### config.mk
export PLATFORM = sky130hd
export DESIGN_NAME = chip_reset_seq
export DESIGN_NICKNAME = d
export VERILOG_FILES = /design/src/include/rst_seq_pkg.sv /design/src/include/rst_sync_if.sv /design/src/design/chip_reset_seq.sv /design/src/design/pin_sync.sv
export SDC_FILE = /design/constraint.sdc
export NUM_CORES = 1
export LEC_CHECK = 0
export BUFFER_PORTS_ARGS = -buffer_cell sky130_fd_sc_hd__buf_4
export CAP_MARGIN = 20
export CORE_ASPECT_RATIO = 2
export CORE_MARGIN = 4
export CORE_UTILIZATION = 54
export DETAILED_ROUTE_END_ITERATION = 8
export PLACE_DENSITY_LB_ADDON = 0.08
export SYNTH_ARGS = -nofsm -noshare
export SYNTH_HDL_FRONTEND = slang
export SYNTH_SLANG_ARGS = --single-unit
### constraint.sdc
create_clock -name clk_sys -period 1.3 [get_ports clk_sys]
set_input_delay 0.195 -clock clk_sys [delete_from_list [all_inputs] [get_ports clk_sys]]
set_output_delay 0.195 -clock clk_sys [all_outputs]
set_load 0.02 [all_outputs]
### src/include/rst_seq_pkg.sv
// Purpose: shared constants for the chip reset sequencer
// Assumes: system clock at 50 MHz
// Notes: times kept in their printed unit, cycle counts derived
package rst_seq_pkg;
  localparam int unsigned CLK_PERIOD_NS = 20;
  // test-port reset: tck rising edges with tms held high
  localparam int unsigned TAP_RESET_EDGES = 6;
  // least chip reset pulse, in internal clock periods
  localparam int unsigned RESET_MIN_PERIODS = 6;
  // slow clock output period window, in ns
  localparam int unsigned SLOW_PERIOD_MIN_NS = 740;
  localparam int unsigned SLOW_PERIOD_MAX_NS = 3800;
  // half period counts; least rounds up, longest rounds down
  localparam int unsigned SLOW_HALF_MIN_CYC = (SLOW_PERIOD_MIN_NS / 2 + CLK_PERIOD_NS - 1) / CLK_PERIOD_NS;
  localparam int unsigned SLOW_HALF_MAX_CYC = (SLOW_PERIOD_MAX_NS / 2) / CLK_PERIOD_NS;
  // chosen slow half period: 40 cycles gives 1.6 us
  localparam int unsigned SLOW_HALF_CYC = 40;
  localparam logic [1:0] RST_SYNC_RESET = 2'h0;
endpackage

### src/include/rst_sync_if.sv
// Purpose: carries one synchronised pin level between sequencer modules
// Assumes: single clock domain
// Notes: none
`timescale 1ns/1ps
interface rst_sync_if;
  logic level;
  logic rise;
  logic fall;
  modport src (output level, output rise, output fall);
  modport dst (input level, input rise, input fall);
endinterface

### src/design/chip_reset_seq.sv
// Purpose: chip reset sequencing and pin state control during reset
// Assumes: clk_sys is the internal clock T; tck, tms, chip_reset_n, first_interrupt_input are pins
// Notes: pin groups use output and enable pairs; the wire is resolved outside
`timescale 1ns/1ps
// How it works
// - power-up reset clears the test-port controller without outside help
// - reset plus first interrupt: all outputs high impedance, test output excepted
// - reset alone: memory, io, select, strobe held high, clock output runs
// - slow clock select gives clock output period between 0.74 and 3.8 us
// - clock output period follows internal clock, from input clock or pll
module chip_reset_seq #(
  parameter int unsigned SLOW_HALF = rst_seq_pkg::SLOW_HALF_CYC
) (
  input wire logic clk_sys, // internal clock T
  input wire logic arst_n, // power-up reset, active low
  input wire logic chip_reset_n, // chip reset pin, active low
  input wire logic first_interrupt_input, // first interrupt pin, active high
  input wire logic tck, // test clock pin
  input wire logic tms, // test mode select pin
  input wire logic slow_clock_select, // slow clock option bit
  input wire logic core_ext_program_enable, // core request, active low
  input wire logic core_ext_ram_high_enable, // core request, active low
  input wire logic core_ext_ram_low_enable, // core request, active low
  input wire logic core_io_enable, // core request, active low
  input wire logic core_device_select_out, // core request
  input wire logic core_read_write_strobe, // core request
  input wire logic core_other_oe, // core enable for remaining pins
  output logic ext_program_enable, // memory enable out
  output logic ext_ram_high_enable, // memory enable out
  output logic ext_ram_low_enable, // memory enable out
  output logic io_enable, // io enable out
  output logic device_select_out, // select out
  output logic read_write_strobe, // strobe out
  output logic ctrl_pins_oe, // enable for the six control pins
  output logic other_pins_oe, // enable for other outputs and bidirectionals
  output logic clock_output_pin, // clock output level
  output logic clock_output_oe, // clock output enable
  output logic core_reset_n, // synchronised core reset, active low
  output logic tap_reset, // test controller held in reset
  output logic reset_too_short // pulse: chip reset shorter than six periods
);
  typedef enum logic [1:0] {TAP_RST = 2'b00, TAP_RUN = 2'b01} tap_state_t;

  rst_sync_if rst_s ();
  rst_sync_if int_s ();
  rst_sync_if tck_s ();
  rst_sync_if tms_s ();

  // chip reset syncs to low, so power-up starts with the core held
  pin_sync #(.RESET_VAL(1'b0)) u_rst (
    .clk_sys(clk_sys),
    .arst_n(arst_n),
    .pin(chip_reset_n),
    .out(rst_s)
  );
  pin_sync #(.RESET_VAL(1'b0)) u_int (
    .clk_sys(clk_sys),
    .arst_n(arst_n),
    .pin(first_interrupt_input),
    .out(int_s)
  );
  pin_sync #(.RESET_VAL(1'b0)) u_tck (
    .clk_sys(clk_sys),
    .arst_n(arst_n),
    .pin(tck),
    .out(tck_s)
  );
  // tms idles high through its pull-up, so it resets high to avoid a false edge
  pin_sync #(.RESET_VAL(1'b1)) u_tms (
    .clk_sys(clk_sys),
    .arst_n(arst_n),
    .pin(tms),
    .out(tms_s)
  );

  tap_state_t tap_q;
  logic [2:0] tms_cnt_q;
  logic [1:0] rel_q;
  logic [3:0] low_cnt_q;
  logic [7:0] slow_cnt_q;
  logic slow_clk_q;
  logic in_reset;
  logic tri_all;
  logic hold_pins;

  // power-up reset starts the test controller in reset
  always_ff @(posedge clk_sys or negedge arst_n) begin
    if (!arst_n) begin
      tap_q <= TAP_RST;
    end else if (tck_s.rise) begin
      if (!tms_s.level) begin
        tap_q <= TAP_RUN;
      end else if (tms_cnt_q == 3'(rst_seq_pkg::TAP_RESET_EDGES - 1)) begin
        tap_q <= TAP_RST;
      end
    end
  end

  // rises with tms high are counted; the count saturates, so every later rise keeps reset
  always_ff @(posedge clk_sys or negedge arst_n) begin
    if (!arst_n) begin
      tms_cnt_q <= 3'h0;
    end else if (tck_s.rise) begin
      if (!tms_s.level) begin
        tms_cnt_q <= 3'h0;
      end else if (tms_cnt_q != 3'(rst_seq_pkg::TAP_RESET_EDGES - 1)) begin
        tms_cnt_q <= tms_cnt_q + 3'h1;
      end
    end
  end

  assign tap_reset = (tap_q == TAP_RST);

  // release is delayed two edges so every core flop leaves reset together
  always_ff @(posedge clk_sys or negedge arst_n) begin
    if (!arst_n) begin
      rel_q <= rst_seq_pkg::RST_SYNC_RESET;
    end else if (!rst_s.level) begin
      rel_q <= rst_seq_pkg::RST_SYNC_RESET;
    end else begin
      rel_q <= {rel_q[0], 1'b1};
    end
  end

  assign core_reset_n = rel_q[1];
  assign in_reset = !rst_s.level;
  assign tri_all = in_reset && int_s.level;
  assign hold_pins = in_reset || !core_reset_n;

  // length of the synced low pulse; saturates so a long reset never wraps to short
  always_ff @(posedge clk_sys or negedge arst_n) begin
    if (!arst_n) begin
      low_cnt_q <= 4'h0;
    end else if (!rst_s.level) begin
      if (low_cnt_q != 4'hf) begin
        low_cnt_q <= low_cnt_q + 4'h1;
      end
    end else begin
      low_cnt_q <= 4'h0;
    end
  end

  // the rise cycle is still low, so it counts as the last period of the pulse;
  // a short pulse is only flagged, the reset still acts
  always_ff @(posedge clk_sys or negedge arst_n) begin
    if (!arst_n) begin
      reset_too_short <= 1'b0;
    end else begin
      reset_too_short <= rst_s.rise && (low_cnt_q < 4'(rst_seq_pkg::RESET_MIN_PERIODS - 1));
    end
  end

  // slow clock divider runs always, so its rate is steady when the select flips;
  // half periods above 256 cycles would need a wider counter
  always_ff @(posedge clk_sys or negedge arst_n) begin
    if (!arst_n) begin
      slow_cnt_q <= 8'h0;
    end else if (slow_cnt_q == 8'(SLOW_HALF - 1)) begin
      slow_cnt_q <= 8'h0;
    end else begin
      slow_cnt_q <= slow_cnt_q + 8'h1;
    end
  end

  always_ff @(posedge clk_sys or negedge arst_n) begin
    if (!arst_n) begin
      slow_clk_q <= 1'b0;
    end else if (slow_cnt_q == 8'(SLOW_HALF - 1)) begin
      slow_clk_q <= !slow_clk_q;
    end
  end

  // normal clock output is the internal clock itself, period T;
  // the select switch is not glitch free, the first half period after a flip may be short
  assign clock_output_pin = slow_clock_select ? slow_clk_q : clk_sys;
  assign clock_output_oe = !tri_all;

  // memory enables held high while the core is in reset; core requests are refused then
  always_ff @(posedge clk_sys or negedge arst_n) begin
    if (!arst_n) begin
      ext_program_enable <= 1'b1;
      ext_ram_high_enable <= 1'b1;
      ext_ram_low_enable <= 1'b1;
    end else if (hold_pins) begin
      ext_program_enable <= 1'b1;
      ext_ram_high_enable <= 1'b1;
      ext_ram_low_enable <= 1'b1;
    end else begin
      ext_program_enable <= core_ext_program_enable;
      ext_ram_high_enable <= core_ext_ram_high_enable;
      ext_ram_low_enable <= core_ext_ram_low_enable;
    end
  end

  // io enable, select and strobe share the same hold
  always_ff @(posedge clk_sys or negedge arst_n) begin
    if (!arst_n) begin
      io_enable <= 1'b1;
      device_select_out <= 1'b1;
      read_write_strobe <= 1'b1;
    end else if (hold_pins) begin
      io_enable <= 1'b1;
      device_select_out <= 1'b1;
      read_write_strobe <= 1'b1;
    end else begin
      io_enable <= core_io_enable;
      device_select_out <= core_device_select_out;
      read_write_strobe <= core_read_write_strobe;
    end
  end

  assign ctrl_pins_oe = !tri_all;
  assign other_pins_oe = !tri_all && core_other_oe;
endmodule

### src/design/pin_sync.sv
// Purpose: three-stage pin synchroniser with agreement filter
// Assumes: pin is asynchronous to clk_sys
// Notes: first stage read only by the second
`timescale 1ns/1ps
module pin_sync #(
  parameter logic RESET_VAL = 1'b0
) (
  input wire logic clk_sys, // system clock
  input wire logic arst_n, // async reset, active low
  input wire logic pin, // raw pin
  rst_sync_if.src out // filtered level and edges
);
  logic s1_q;
  logic s2_q;
  logic s3_q;
  logic lvl_q;

  always_ff @(posedge clk_sys or negedge arst_n) begin
    if (!arst_n) begin
      s1_q <= RESET_VAL;
      s2_q <= RESET_VAL;
      s3_q <= RESET_VAL;
    end else begin
      s1_q <= pin;
      s2_q <= s1_q;
      s3_q <= s2_q;
    end
  end

  // a change counts once stages two and three agree
  always_ff @(posedge clk_sys or negedge arst_n) begin
    if (!arst_n) begin
      lvl_q <= RESET_VAL;
    end else if (s2_q == s3_q) begin
      lvl_q <= s3_q;
    end
  end

  assign out.level = lvl_q;
  assign out.rise = (s2_q == s3_q) && s3_q && !lvl_q;
  assign out.fall = (s2_q == s3_q) && !s3_q && lvl_q;
endmodule

# Word-level counts from Yosys, hierarchy flattened
# Cells that the tools add are included.
totals:
  register_bits: 43
  output_inout_bits: 13
  wordCells: 75
op_classes:
  add_sub_neg: 3
  magnitude_cmp: 1
  n_eq_ne: 10
  n_mux: 15
  n_reduce_logical: 17
ops:
  columns: ["op", "count"]
  rows:
  - ["adder 8 x 1 -> 8 bit (second input constant)", 1]
  - ["== test 8 x 6 -> 1 bit (second input constant)", 1]
  - ["two-way mux 4 bit", 2]
  - ["two-way mux 8 bit", 1]
  - ["logical AND 1 bit", 7]
  - ["two-way mux 1 bit", 7]
  - ["two-way mux 2 bit", 3]
  - ["two-way mux 3 bit", 2]
  - ["zero test 1 bit", 5]
  - ["adder 4 x 1 -> 4 bit (second input constant)", 1]
  - ["== test 1 bit", 4]
  - ["less-than comparator 4 x 3 -> 1 bit (second input constant)", 1]
  - ["inequality test 2 bit (second input constant)", 2]
  - ["inequality test 4 bit (second input constant)", 1]
  - ["AND reduction 2 bit", 2]
  - ["adder 3 x 1 -> 3 bit (second input constant)", 1]
  - ["== test 3 bit (second input constant)", 1]
  - ["inequality test 3 bit (second input constant)", 1]
  - ["zero test 2 bit", 1]
  - ["nonzero test 2 bit", 1]
  - ["logical OR 1 bit", 1]

# Longest topological paths before layout
# Gate-level depths: netlist of the first run.
depth:
  word_depth: 4
  mapped_depth: 6
  ltp_nobuf: 6

# Hierarchy
# A second synthesis of the first run with hierarchy kept.
hier_totals:
  hier_cells: 143
  hier_area_um2: 1762.9
by_module_without_submodules:
  columns: ["module", "instances", "cells_per_inst", "area_each_um2", "seq_area_each_um2"]
  rows:
  - ["chip_reset_seq", 1, 99, 1117.3, 658.1]
  - ["pin_sync (u_int ...)", 3, 11, 160.2, 100.1]
  - ["pin_sync (u_tms)", 1, 11, 165.2, 105.1]

==> flow_metrics.env, run 1 <==
export IMPL_status="complete, but fails checks"
export IMPL_violations="negative setup slack"
export IMPL_utilization=0.763
export IMPL_netlist_area_leader_share=0.501
export IMPL_overflow=0
export IMPL_drtIter0Drc=26
export IMPL_areaGrowthSynthToFinish_pct=34.0
export IMPL_cp_buffers_inverters=1
export IMPL_port_buffers=26
export IMPL_antenna_found_initial=0
export IMPL_ir_drop_uv=1240
export IMPL_critPathLaunchType="flip-flop"
export IMPL_grt_pass1_vias=1167
export IMPL_crit_chain="nand2b_4 > and2_4 > buf_6"
export IMPL_grt_pass1_wl_mm=4.86
export IMPL_drc=0
export IMPL_tightest_slew_ps=506
export IMPL_path_max_fanout=3
export IMPL_setup_ws_ps=-71.7
export IMPL_first_pass_iters=2
export IMPL_synthMostInstantiatedCell="dfrtp_1"
export IMPL_swShare=0.252
export IMPL_timing_final_crit_period_ps=1370
export IMPL_cts_tree="built"
export IMPL_avgViaCountPerCell=5.13
export IMPL_netlist_area_um2=1600
export IMPL_synth_top_area_cell="dfrtp_1"
export IMPL_hold_viol=0
export IMPL_final_antenna_net_count=0
export IMPL_grt_max_degree=43
export IMPL_io_pins=27
export IMPL_cp_data_arrival_time_ps=1180
export IMPL_synth_common_cells="32 x dfrtp_1, 10 x dfstp_2, 7 x ha_1, 7 x nand3_1"
export IMPL_routedWlPerCell_um=13.7
export IMPL_num_vias=1036
export IMPL_synth_seq_cells=42
export IMPL_layout_cells_non_filler=202
export IMPL_maxSlewHeadroom=0.663
export IMPL_num_antenna_cells=0
export IMPL_rsz0062_at_grt="true"
export IMPL_hp_class="in -> async"
export IMPL_yosys_warnings=0
export IMPL_initial_core_util=0.570
export IMPL_ys_types=31
export IMPL_final_max_slew_violation_count=0
export IMPL_worstSetupPathType="reg -> out"
export IMPL_fin_crit_sh=1.06
export IMPL_die_h_um=84.9
export IMPL_setup_viol=2
export IMPL_p_int_w=0.00230
export IMPL_clk_pin_slew_ps=70
export IMPL_comb_power_share=0.150
export IMPL_grt_util_all_layers=0.171
export IMPL_p_per_area_nw_per_um2=1430
export IMPL_p_clk_frac=0.350
export IMPL_slowest_stage="dfrtp_1"
export IMPL_cap_violations=0
export IMPL_rows=27
export IMPL_power_static_leakage_nw=0.991
export IMPL_p_sw_w=0.000775
export IMPL_ys_seq_area_frac=0.666
export IMPL_finalNetCount=193
export IMPL_cp_required_ps=1110
export IMPL_synth_area_top_cells="dfrtp_1 50%, dfstp_2 16%, ha_1 5.5%, xnor2_1 3.3%, or2_2 2.3%"
export IMPL_dp_hpwl_mm=1.88
export IMPL_clk_latency_ps=390
export IMPL_dieArea_um2=3950
export IMPL_synth_net_count=142
export IMPL_finClkSkew_ps=7.13
export IMPL_yosys_most_used_dff="dfrtp_1"
export IMPL_cp_top_family="flip-flops"
export IMPL_drive_above_1_share=0.399
export IMPL_fmax_mhz=729
export IMPL_die_x_um=46.5
export IMPL_core_um2=2800
export IMPL_dp_cells=176
export IMPL_routed_wl_mm=2.76
export IMPL_postSynthAreaPerCell_um2=13.2
export IMPL_routabilityCongestion=0.701
export IMPL_seq_power_share=0.500
export IMPL_end_kind="primary output"
export IMPL_ys_async_sr_fraction=1.00
export IMPL_synth_edff_count=0
export IMPL_crit_path_max_incr_delay_ps=380
export IMPL_synthCells=121
state kept, by name, summed over array words and instances (netlist names), 2 cells and up:
| signal | flops |
|---|---|
| rel_q | 2 |
| low_cnt_q | 4 |
| tms_cnt_q | 3 |
| slow_cnt_q | 8 |
worst reg2reg max path, cell delays in order, from the launching register on:
cell,delay (ps)
dfrtp_1,400
nor4_2,290
and3_4,240
nand2_2,60
and2_4,130
final cells by class:
cell class,instances,area (um2)
timing repair buffer,43,358
sequential,42,1060
multi-input combinational,73,538
tap,29,36.3
fill,201,663
inverter,4,15.0
clock inverter,1,5.00
clock buffer,10,125
layout by cell type, fill, tap and decap left out, types with 2 or more instances in the layout:
cell,n
nand3_1,7
nor3_1,2
or2_2,6
dlygate4sd3_1,11
clkbuf_8,8
nor2b_1,2
nand2_1,5
and2_4,3
xnor2_1,6
dfstp_2,10
inv_1,4
nor2_1,6
a21oi_1,2
buf_6,3
ha_1,7
maj3_1,2
o21ai_0,3
a22o_1,2
buf_4,30
mux2_2,2
dfrtp_1,32
o21ai_1,2
repair_timing:
action | in CTS | in global routing
cloned | 0 | 0
pin swaps | 2 | 4
hold buffers | 11 | 0
endpoints found under the setup margin | 6 | 10
gates resized for setup | 6 | 7
buffers inserted | 2 | 3
hold endpoints to repair | 42 | 0
routing by layer:
layer  routed length, um  GRT usage  part of all wire  vias up
met5                   0          0                 0        -
met4                  23     0.0725            0.0083        0
met3                 171     0.0637             0.062        4
met2                1530      0.295              0.55       26
met1                1040      0.173              0.38      500
li1                    -          -                 -      506
stage by stage:
stage | hold slack (ps) | power [W] | area (um2) | setup WS (ps) | TNS (ps)
after floorplan | -101 | 0.00183 | 1600 | 75.8 | 0
after global placement | 191 | 0.00200 | 1830 | 65.0 | 0
after detailed placement | 201 | 0.00203 | 1830 | -17.8 | -17.8
after CTS | 326 | 0.00309 | 2100 | -79.9 | -152
after global routing | 348 | 0.00325 | 2140 | -122 | -406
final | 315 | 0.00307 | 2140 | -71.7 | -139
final timing paths:
kind                                 startpoint                 to  slack, ps  depth (start not counted)
worst max-delay path            u_rst.out.level      other_pins_oe        -70                          3
worst min-delay path                     arst_n    u_tck.out.level        310                          2
worst max register to register    slow_cnt_q[7]      slow_cnt_q[1]         80                          4
worst min register to register       u_int.s1_q         u_int.s2_q        350                          0
max in group asynchronous                arst_n  read_write_strobe        610                          2
min in group clk_sys                 u_int.s1_q         u_int.s2_q        350                          0
kinds of logic (layout without fill, tap and decap cells):
kind of cell / after synthesis / in the layout / share of synthesized area
flops: 42 / 42 / 0.666
simple gates: 42 / 42 / 0.143
compound gates: 11 / 11 / 0.0407
fa+ha+maj: 9 / 9 / 0.0673
xor+xnor: 7 / 7 / 0.0384
buf+inv: 6 / 58 / 0.0172
mux: 4 / 4 / 0.0274
power by group through the flow:
stage	registers (W)	clock network [W]	logic, W
2_1_floorplan	0.00156	0.0000401	0.000227
3_3_place_gp	0.00155	0.0000631	0.000381
3_5_place_dp	0.00156	0.0000631	0.000399
4_1_cts	0.00154	0.00111	0.000438
5_1_grt	0.00156	0.00118	0.000515
6_report	0.00154	0.00107	0.000462
No activity file was read; power rests on OpenSTA's default activity.
==> inputs of run 2 (changes only) <==
RECOVER_POWER = 50   (was not set)
==> run 2 against run 1 <==
The flow still finishes with violations (negative setup slack); global-route usage did not move; die area did not move; clock power barely moved; sequential power about the same; combinational power barely moved; clock skew is essentially flat; sequential cell count stayed put.
==> flow_metrics.env, run 2 (same netlist as run 1, synthesis figures left out) <==
export IMPL_status="complete, but fails checks"
export IMPL_violations="negative setup slack"
export IMPL_r2r_start="slow_cnt_q[7]"
export IMPL_antenna_found_initial=0
export IMPL_io_pins=27
export IMPL_clk_latency_ps=390
export IMPL_grt_max_degree=43
export IMPL_port_buffers=26
export IMPL_cp_data_arrival_time_ps=1180
export IMPL_layout_commonest_cell="dfrtp_1"
export IMPL_power_w=0.00307
export IMPL_ir_drop_uv=1230
export IMPL_routed_wl_mm=2.74
export IMPL_drive_above_1_share=0.393
export IMPL_hold_viol=0
export IMPL_routabilityCongestion=0.701
export IMPL_rsz0062_at_grt="true"
export IMPL_top_register="slow_cnt_q"
export IMPL_cp_required_ps=1110
export IMPL_finClkSkew_ps=7.22
export IMPL_fin_crit_sh=1.05
export IMPL_power_static_leakage_nw=0.989
export IMPL_timing_final_crit_period_ps=1370
export IMPL_fmax_mhz=730
export IMPL_overflow=0
export IMPL_critPathLaunchType="flip-flop"
export IMPL_grt_pass1_vias=1167
export IMPL_p_per_area_nw_per_um2=1430
export IMPL_setup_viol=2
export IMPL_die_h_um=84.9
export IMPL_dieArea_um2=3950
export IMPL_grt_pass1_wl_mm=4.86
export IMPL_finalNetCount=193
export IMPL_seq_power_share=0.501
export IMPL_dp_hpwl_mm=1.88
export IMPL_comb_power_share=0.150
export IMPL_tightest_slew_ps=984
export IMPL_p_clk_frac=0.350
export IMPL_fillers=202
export IMPL_num_vias=1047
export IMPL_initial_core_util=0.570
export IMPL_final_max_slew_violation_count=0
export IMPL_final_cell_mix="32 x dfrtp_1, 25 x buf_4, 11 x dlygate4sd3_1"
export IMPL_r2r_cells=4
export IMPL_final_antenna_net_count=0
export IMPL_biggestRegsByFlops="slow_cnt_q x8, low_cnt_q x4, tms_cnt_q x3"
export IMPL_r2r_end="slow_cnt_q[1]"
export IMPL_r2r_setup_slack_ps=80
export IMPL_cap_violations=0
export IMPL_swShare=0.252
export IMPL_first_pass_iters=3
export IMPL_core_um2=2800
export IMPL_place_ws_ps=-17.8
export IMPL_hold_path_endpoint="u_int.s2_q"
export IMPL_holdPathStages=0
export IMPL_p_int_w=0.00229
export IMPL_rows=27
export IMPL_maxSlewHeadroom=0.344
export IMPL_hp_class="reg -> reg"
export IMPL_avgViaCountPerCell=5.18
export IMPL_die_x_um=46.5
export IMPL_drtIter0Drc=26
export IMPL_routedWlPerCell_um=13.5
export IMPL_areaGrowthSynthToFinish_pct=33.8
export IMPL_path_max_fanout=3
export IMPL_p_sw_w=0.000773
export IMPL_grt_util_all_layers=0.171
export IMPL_worstSetupPathType="reg -> out"
export IMPL_num_antenna_cells=0
export IMPL_setup_ws_ps=-70.2
export IMPL_clk_pin_slew_ps=70
export IMPL_hp_start="u_int.s1_q"
export IMPL_utilization=0.763
export IMPL_end_kind="primary output"
export IMPL_cts_tree="built"
export IMPL_drc=0
export IMPL_largest_register_ffs=8
-- run 2: cell count changes in the layout (fill, tap and decap cells not counted) --
cell / before / now
buf_4: 30 / 25
dfstp_1: 0 / 1
clkbuf_4: 0 / 4
clkbuf_2: 0 / 1
dfstp_2: 10 / 9
-- run 2: metal layers --
metal	routed length (um)	GRT usage	part of all wire	vias to the layer above
met3	174	0.0637	0.064	5
met1	1010	0.173	0.37	508
met4	39	0.0725	0.014	0
li1	-	-	-	507
met2	1510	0.295	0.55	27
met5	0	0	0	-
-- run 2: worst max-delay path: stages, from the launching register on --
cell,delay [ps]
dfrtp_1,380
nand2b_4,150
and2_4,130
buf_6,120
-- run 2: how the worst max path moves through the flow --
| stage | depth (start not counted) | start | end |
|---|---|---|---|
| 5_1_grt | 2 | slow_clk_q | clock_output_pin |
| 3_5_place_dp | 4 | slow_cnt_q[4] | slow_cnt_q[1] |
| 4_1_cts | 2 | slow_clk_q | clock_output_pin |
| 3_3_place_gp | 2 | clk_sys | clock_output_pin |
| 6_report | 3 | u_rst.out.level | other_pins_oe |
| 2_1_floorplan | 3 | u_rst.out.level | other_pins_oe |
-- run 2: timing repair --
item                                   CTS  global route
gates resized for setup                  6             7
buffers inserted                         2             3
endpoints found under the hold margin   42             0
setup endpoints to repair                6            10
pin swaps                                2             4
hold buffers                            11             0
-- run 2: metrics by stage --
stage	area [um2]	setup TNS, ps	std cells	hold WS [ps]
after floorplan	1600	0	121	-101
after global placement	1830	0	176	191
after detailed placement	1830	-17.8	176	201
after CTS	2100	-152	199	326
after global routing	2140	-553	202	355
final	2140	-138	202	352
-- run 2: final cells by class --
cell class | instances | area [um2] | area share
clock inverter | 1 | 5.00 | 0.00234
clock buffer | 10 | 125 | 0.0585
timing repair buffer | 43 | 355 | 0.166
tap | 29 | 36.3 | 0.0170
multi-input combinational | 73 | 538 | 0.252
sequential | 42 | 1060 | 0.497
inverter | 4 | 15.0 | 0.00702
-- run 2: power groups by stage --
stage	Combinational (W)	Sequential [W]	Clock, W
2_1_floorplan	0.000227	0.00156	0.0000401
4_1_cts	0.000438	0.00154	0.00111
3_3_place_gp	0.000381	0.00155	0.0000631
3_5_place_dp	0.000399	0.00156	0.0000631
5_1_grt	0.000513	0.00155	0.00118
6_report	0.000460	0.00154	0.00107
==> inputs of run 3 (changes only) <==
CORE_UTILIZATION = 55   (was 54)
SYNTH_HIERARCHICAL = 1   (was not set)
==> run 3 against run 2 <==
Clock-buffer cell count down 2; power is 7.0% higher; fmax shrank 0.61%; the run still ends with negative setup slack left; largest cell class unchanged; hold slack better by 2.5 ps; sequential share of layout area decreased by 3.0 points; global-route usage decreased by 0.32 points; critical path type unchanged; first-iteration DRC count shrank 46%.
==> flow_metrics.env, run 3 <==
export IMPL_routed_wl_mm=2.93
export IMPL_largest_register_ffs=8
export IMPL_top_register="slow_cnt_q"
export IMPL_multi_input_area_um2=621
export IMPL_status="complete, but fails checks"
export IMPL_grt_pass1_vias=1210
export IMPL_fmax_mhz=725
export IMPL_cts_tree="built"
export IMPL_final_antenna_net_count=0
export IMPL_synth_net_count=160
export IMPL_critPathLaunchType="flip-flop"
export IMPL_drc=0
export IMPL_layout_commonest_cell="dfrtp_1"
export IMPL_overflow=0
export IMPL_hp_class="reg -> reg"
export IMPL_clk_latency_ps=400
export IMPL_finClkSkew_ps=8.51
export IMPL_comb_power_share=0.153
export IMPL_swShare=0.253
export IMPL_end_kind="primary output"
export IMPL_synthCells=135
export IMPL_register_area_um2=1060
export IMPL_r2r_start="u_tck/s2_q"
export IMPL_worstSetupPathType="reg -> out"
export IMPL_dp_cells=193
export IMPL_dieArea_um2=4100
export IMPL_tightest_slew_ps=994
export IMPL_final_cell_mix="32 x dfrtp_1, 26 x buf_4, 14 x inv_1"
export IMPL_hp_start="u_rst/s1_q"
export IMPL_cp_data_arrival_time_ps=1180
export IMPL_p_int_w=0.00245
export IMPL_io_pins=27
export IMPL_holdPathStages=0
export IMPL_postSynthAreaPerCell_um2=12.6
export IMPL_num_vias=1142
export IMPL_grt_max_degree=43
export IMPL_drive_above_1_share=0.386
export IMPL_num_antenna_cells=0
export IMPL_fillers=213
export IMPL_r2r_cells=6
export IMPL_hold_path_endpoint="u_rst/s2_q"
export IMPL_hold_viol=0
export IMPL_biggestRegsByFlops="slow_cnt_q x8, low_cnt_q x4, tms_cnt_q x3"
export IMPL_rows=28
export IMPL_setup_viol=2
export IMPL_cap_violations=0
export IMPL_routedWlPerCell_um=13.4
export IMPL_final_max_slew_violation_count=0
export IMPL_drtIter0Drc=14
export IMPL_setup_ws_ps=-78.7
export IMPL_maxSlewHeadroom=0.338
export IMPL_rsz0062_at_grt="true"
export IMPL_path_max_fanout=3
export IMPL_dp_hpwl_mm=2.02
export IMPL_grt_util_all_layers=0.168
export IMPL_r2r_end="tms_cnt_q[0]"
export IMPL_finalNetCount=213
export IMPL_power_w=0.00328
export IMPL_first_pass_iters=4
export IMPL_ir_drop_uv=1260
export IMPL_areaGrowthSynthToFinish_pct=33.9
export IMPL_p_per_area_nw_per_um2=1440
export IMPL_violations="negative setup slack"
export IMPL_fin_crit_sh=1.06
export IMPL_clk_pin_slew_ps=80
export IMPL_power_static_leakage_nw=1.12
export IMPL_netlist_area_um2=1700
export IMPL_p_sw_w=0.000830
export IMPL_cp_required_ps=1110
export IMPL_yosys_warnings=6
export IMPL_seq_power_share=0.471
export IMPL_initial_core_util=0.571
export IMPL_antenna_found_initial=0
export IMPL_grt_pass1_wl_mm=4.87
export IMPL_timing_final_crit_period_ps=1380
export IMPL_die_h_um=86.6
export IMPL_layout_cells_non_filler=219
export IMPL_port_buffers=26
export IMPL_r2r_setup_slack_ps=50
export IMPL_routabilityCongestion=0.659
export IMPL_p_clk_frac=0.376
export IMPL_avgViaCountPerCell=5.21
export IMPL_die_x_um=47.3
export IMPL_core_um2=2980
[run 3: final cells by class]
class,instances,share of cell area
tap,30,0.0165
sequential,42,0.467
clock buffer,8,0.0473
multi-input combinational,78,0.273
inverter,14,0.0231
timing repair buffer,44,0.156
clock inverter,3,0.0176
[run 3: per-stage QoR]
stage                     hold slack (ps)  cell area (um2)  utilization  setup WS (ps)  TNS, ps
after floorplan                      -101             1700            -           76.4        0
after detailed placement              204             1950        0.654           18.0        0
after global placement                192             1950        0.654           64.4        0
final                                 354             2280        0.765          -78.7     -147
after CTS                             323             2220        0.747          -94.8     -180
after global routing                  359             2280        0.765           -120     -644
[run 3: worst max-delay path, cell delays in order (launching register included)]
cell	delay (ps)
dfrtp_1	390
nand2b_4	150
and2_4	130
buf_6	120
[run 3: timing repair]
action	CTS	global route
hold buffers	11	0
gates resized for setup	5	8
setup buffers	1	4
endpoints found under the hold margin	42	0
setup endpoints to repair	4	12
pin swaps	1	3
[run 3: worst max-delay path by stage]
stage	from	end	slack [ps]
2_1_floorplan	u_tck/s2_q	tms_cnt_q[0]	80
3_3_place_gp	slow_cnt_q[7]	slow_cnt_q[1]	60
3_5_place_dp	slow_cnt_q[7]	slow_cnt_q[1]	20
4_1_cts	u_rst/out.level	other_pins_oe	-90
5_1_grt	slow_clk_q	clock_output_pin	-120
6_report	u_rst/out.level	other_pins_oe	-80
[run 3: power groups by stage]
stage / Clock (W) / Combinational [W] / Sequential (W)
floorplan: 0.0000401 / 0.000242 / 0.00158
global placement: 0.0000631 / 0.000413 / 0.00156
detailed placement: 0.0000631 / 0.000438 / 0.00157
CTS: 0.00127 / 0.000479 / 0.00155
global route: 0.00133 / 0.000564 / 0.00156
finish: 0.00123 / 0.000504 / 0.00155
[run 3: per-layer routing]
metal	GRT usage	wire, um	part of all wire
met1	0.163	1060	0.36
met4	0.0982	71	0.024
met5	0	0	0
met2	0.291	1650	0.56
met3	0.0478	155	0.053
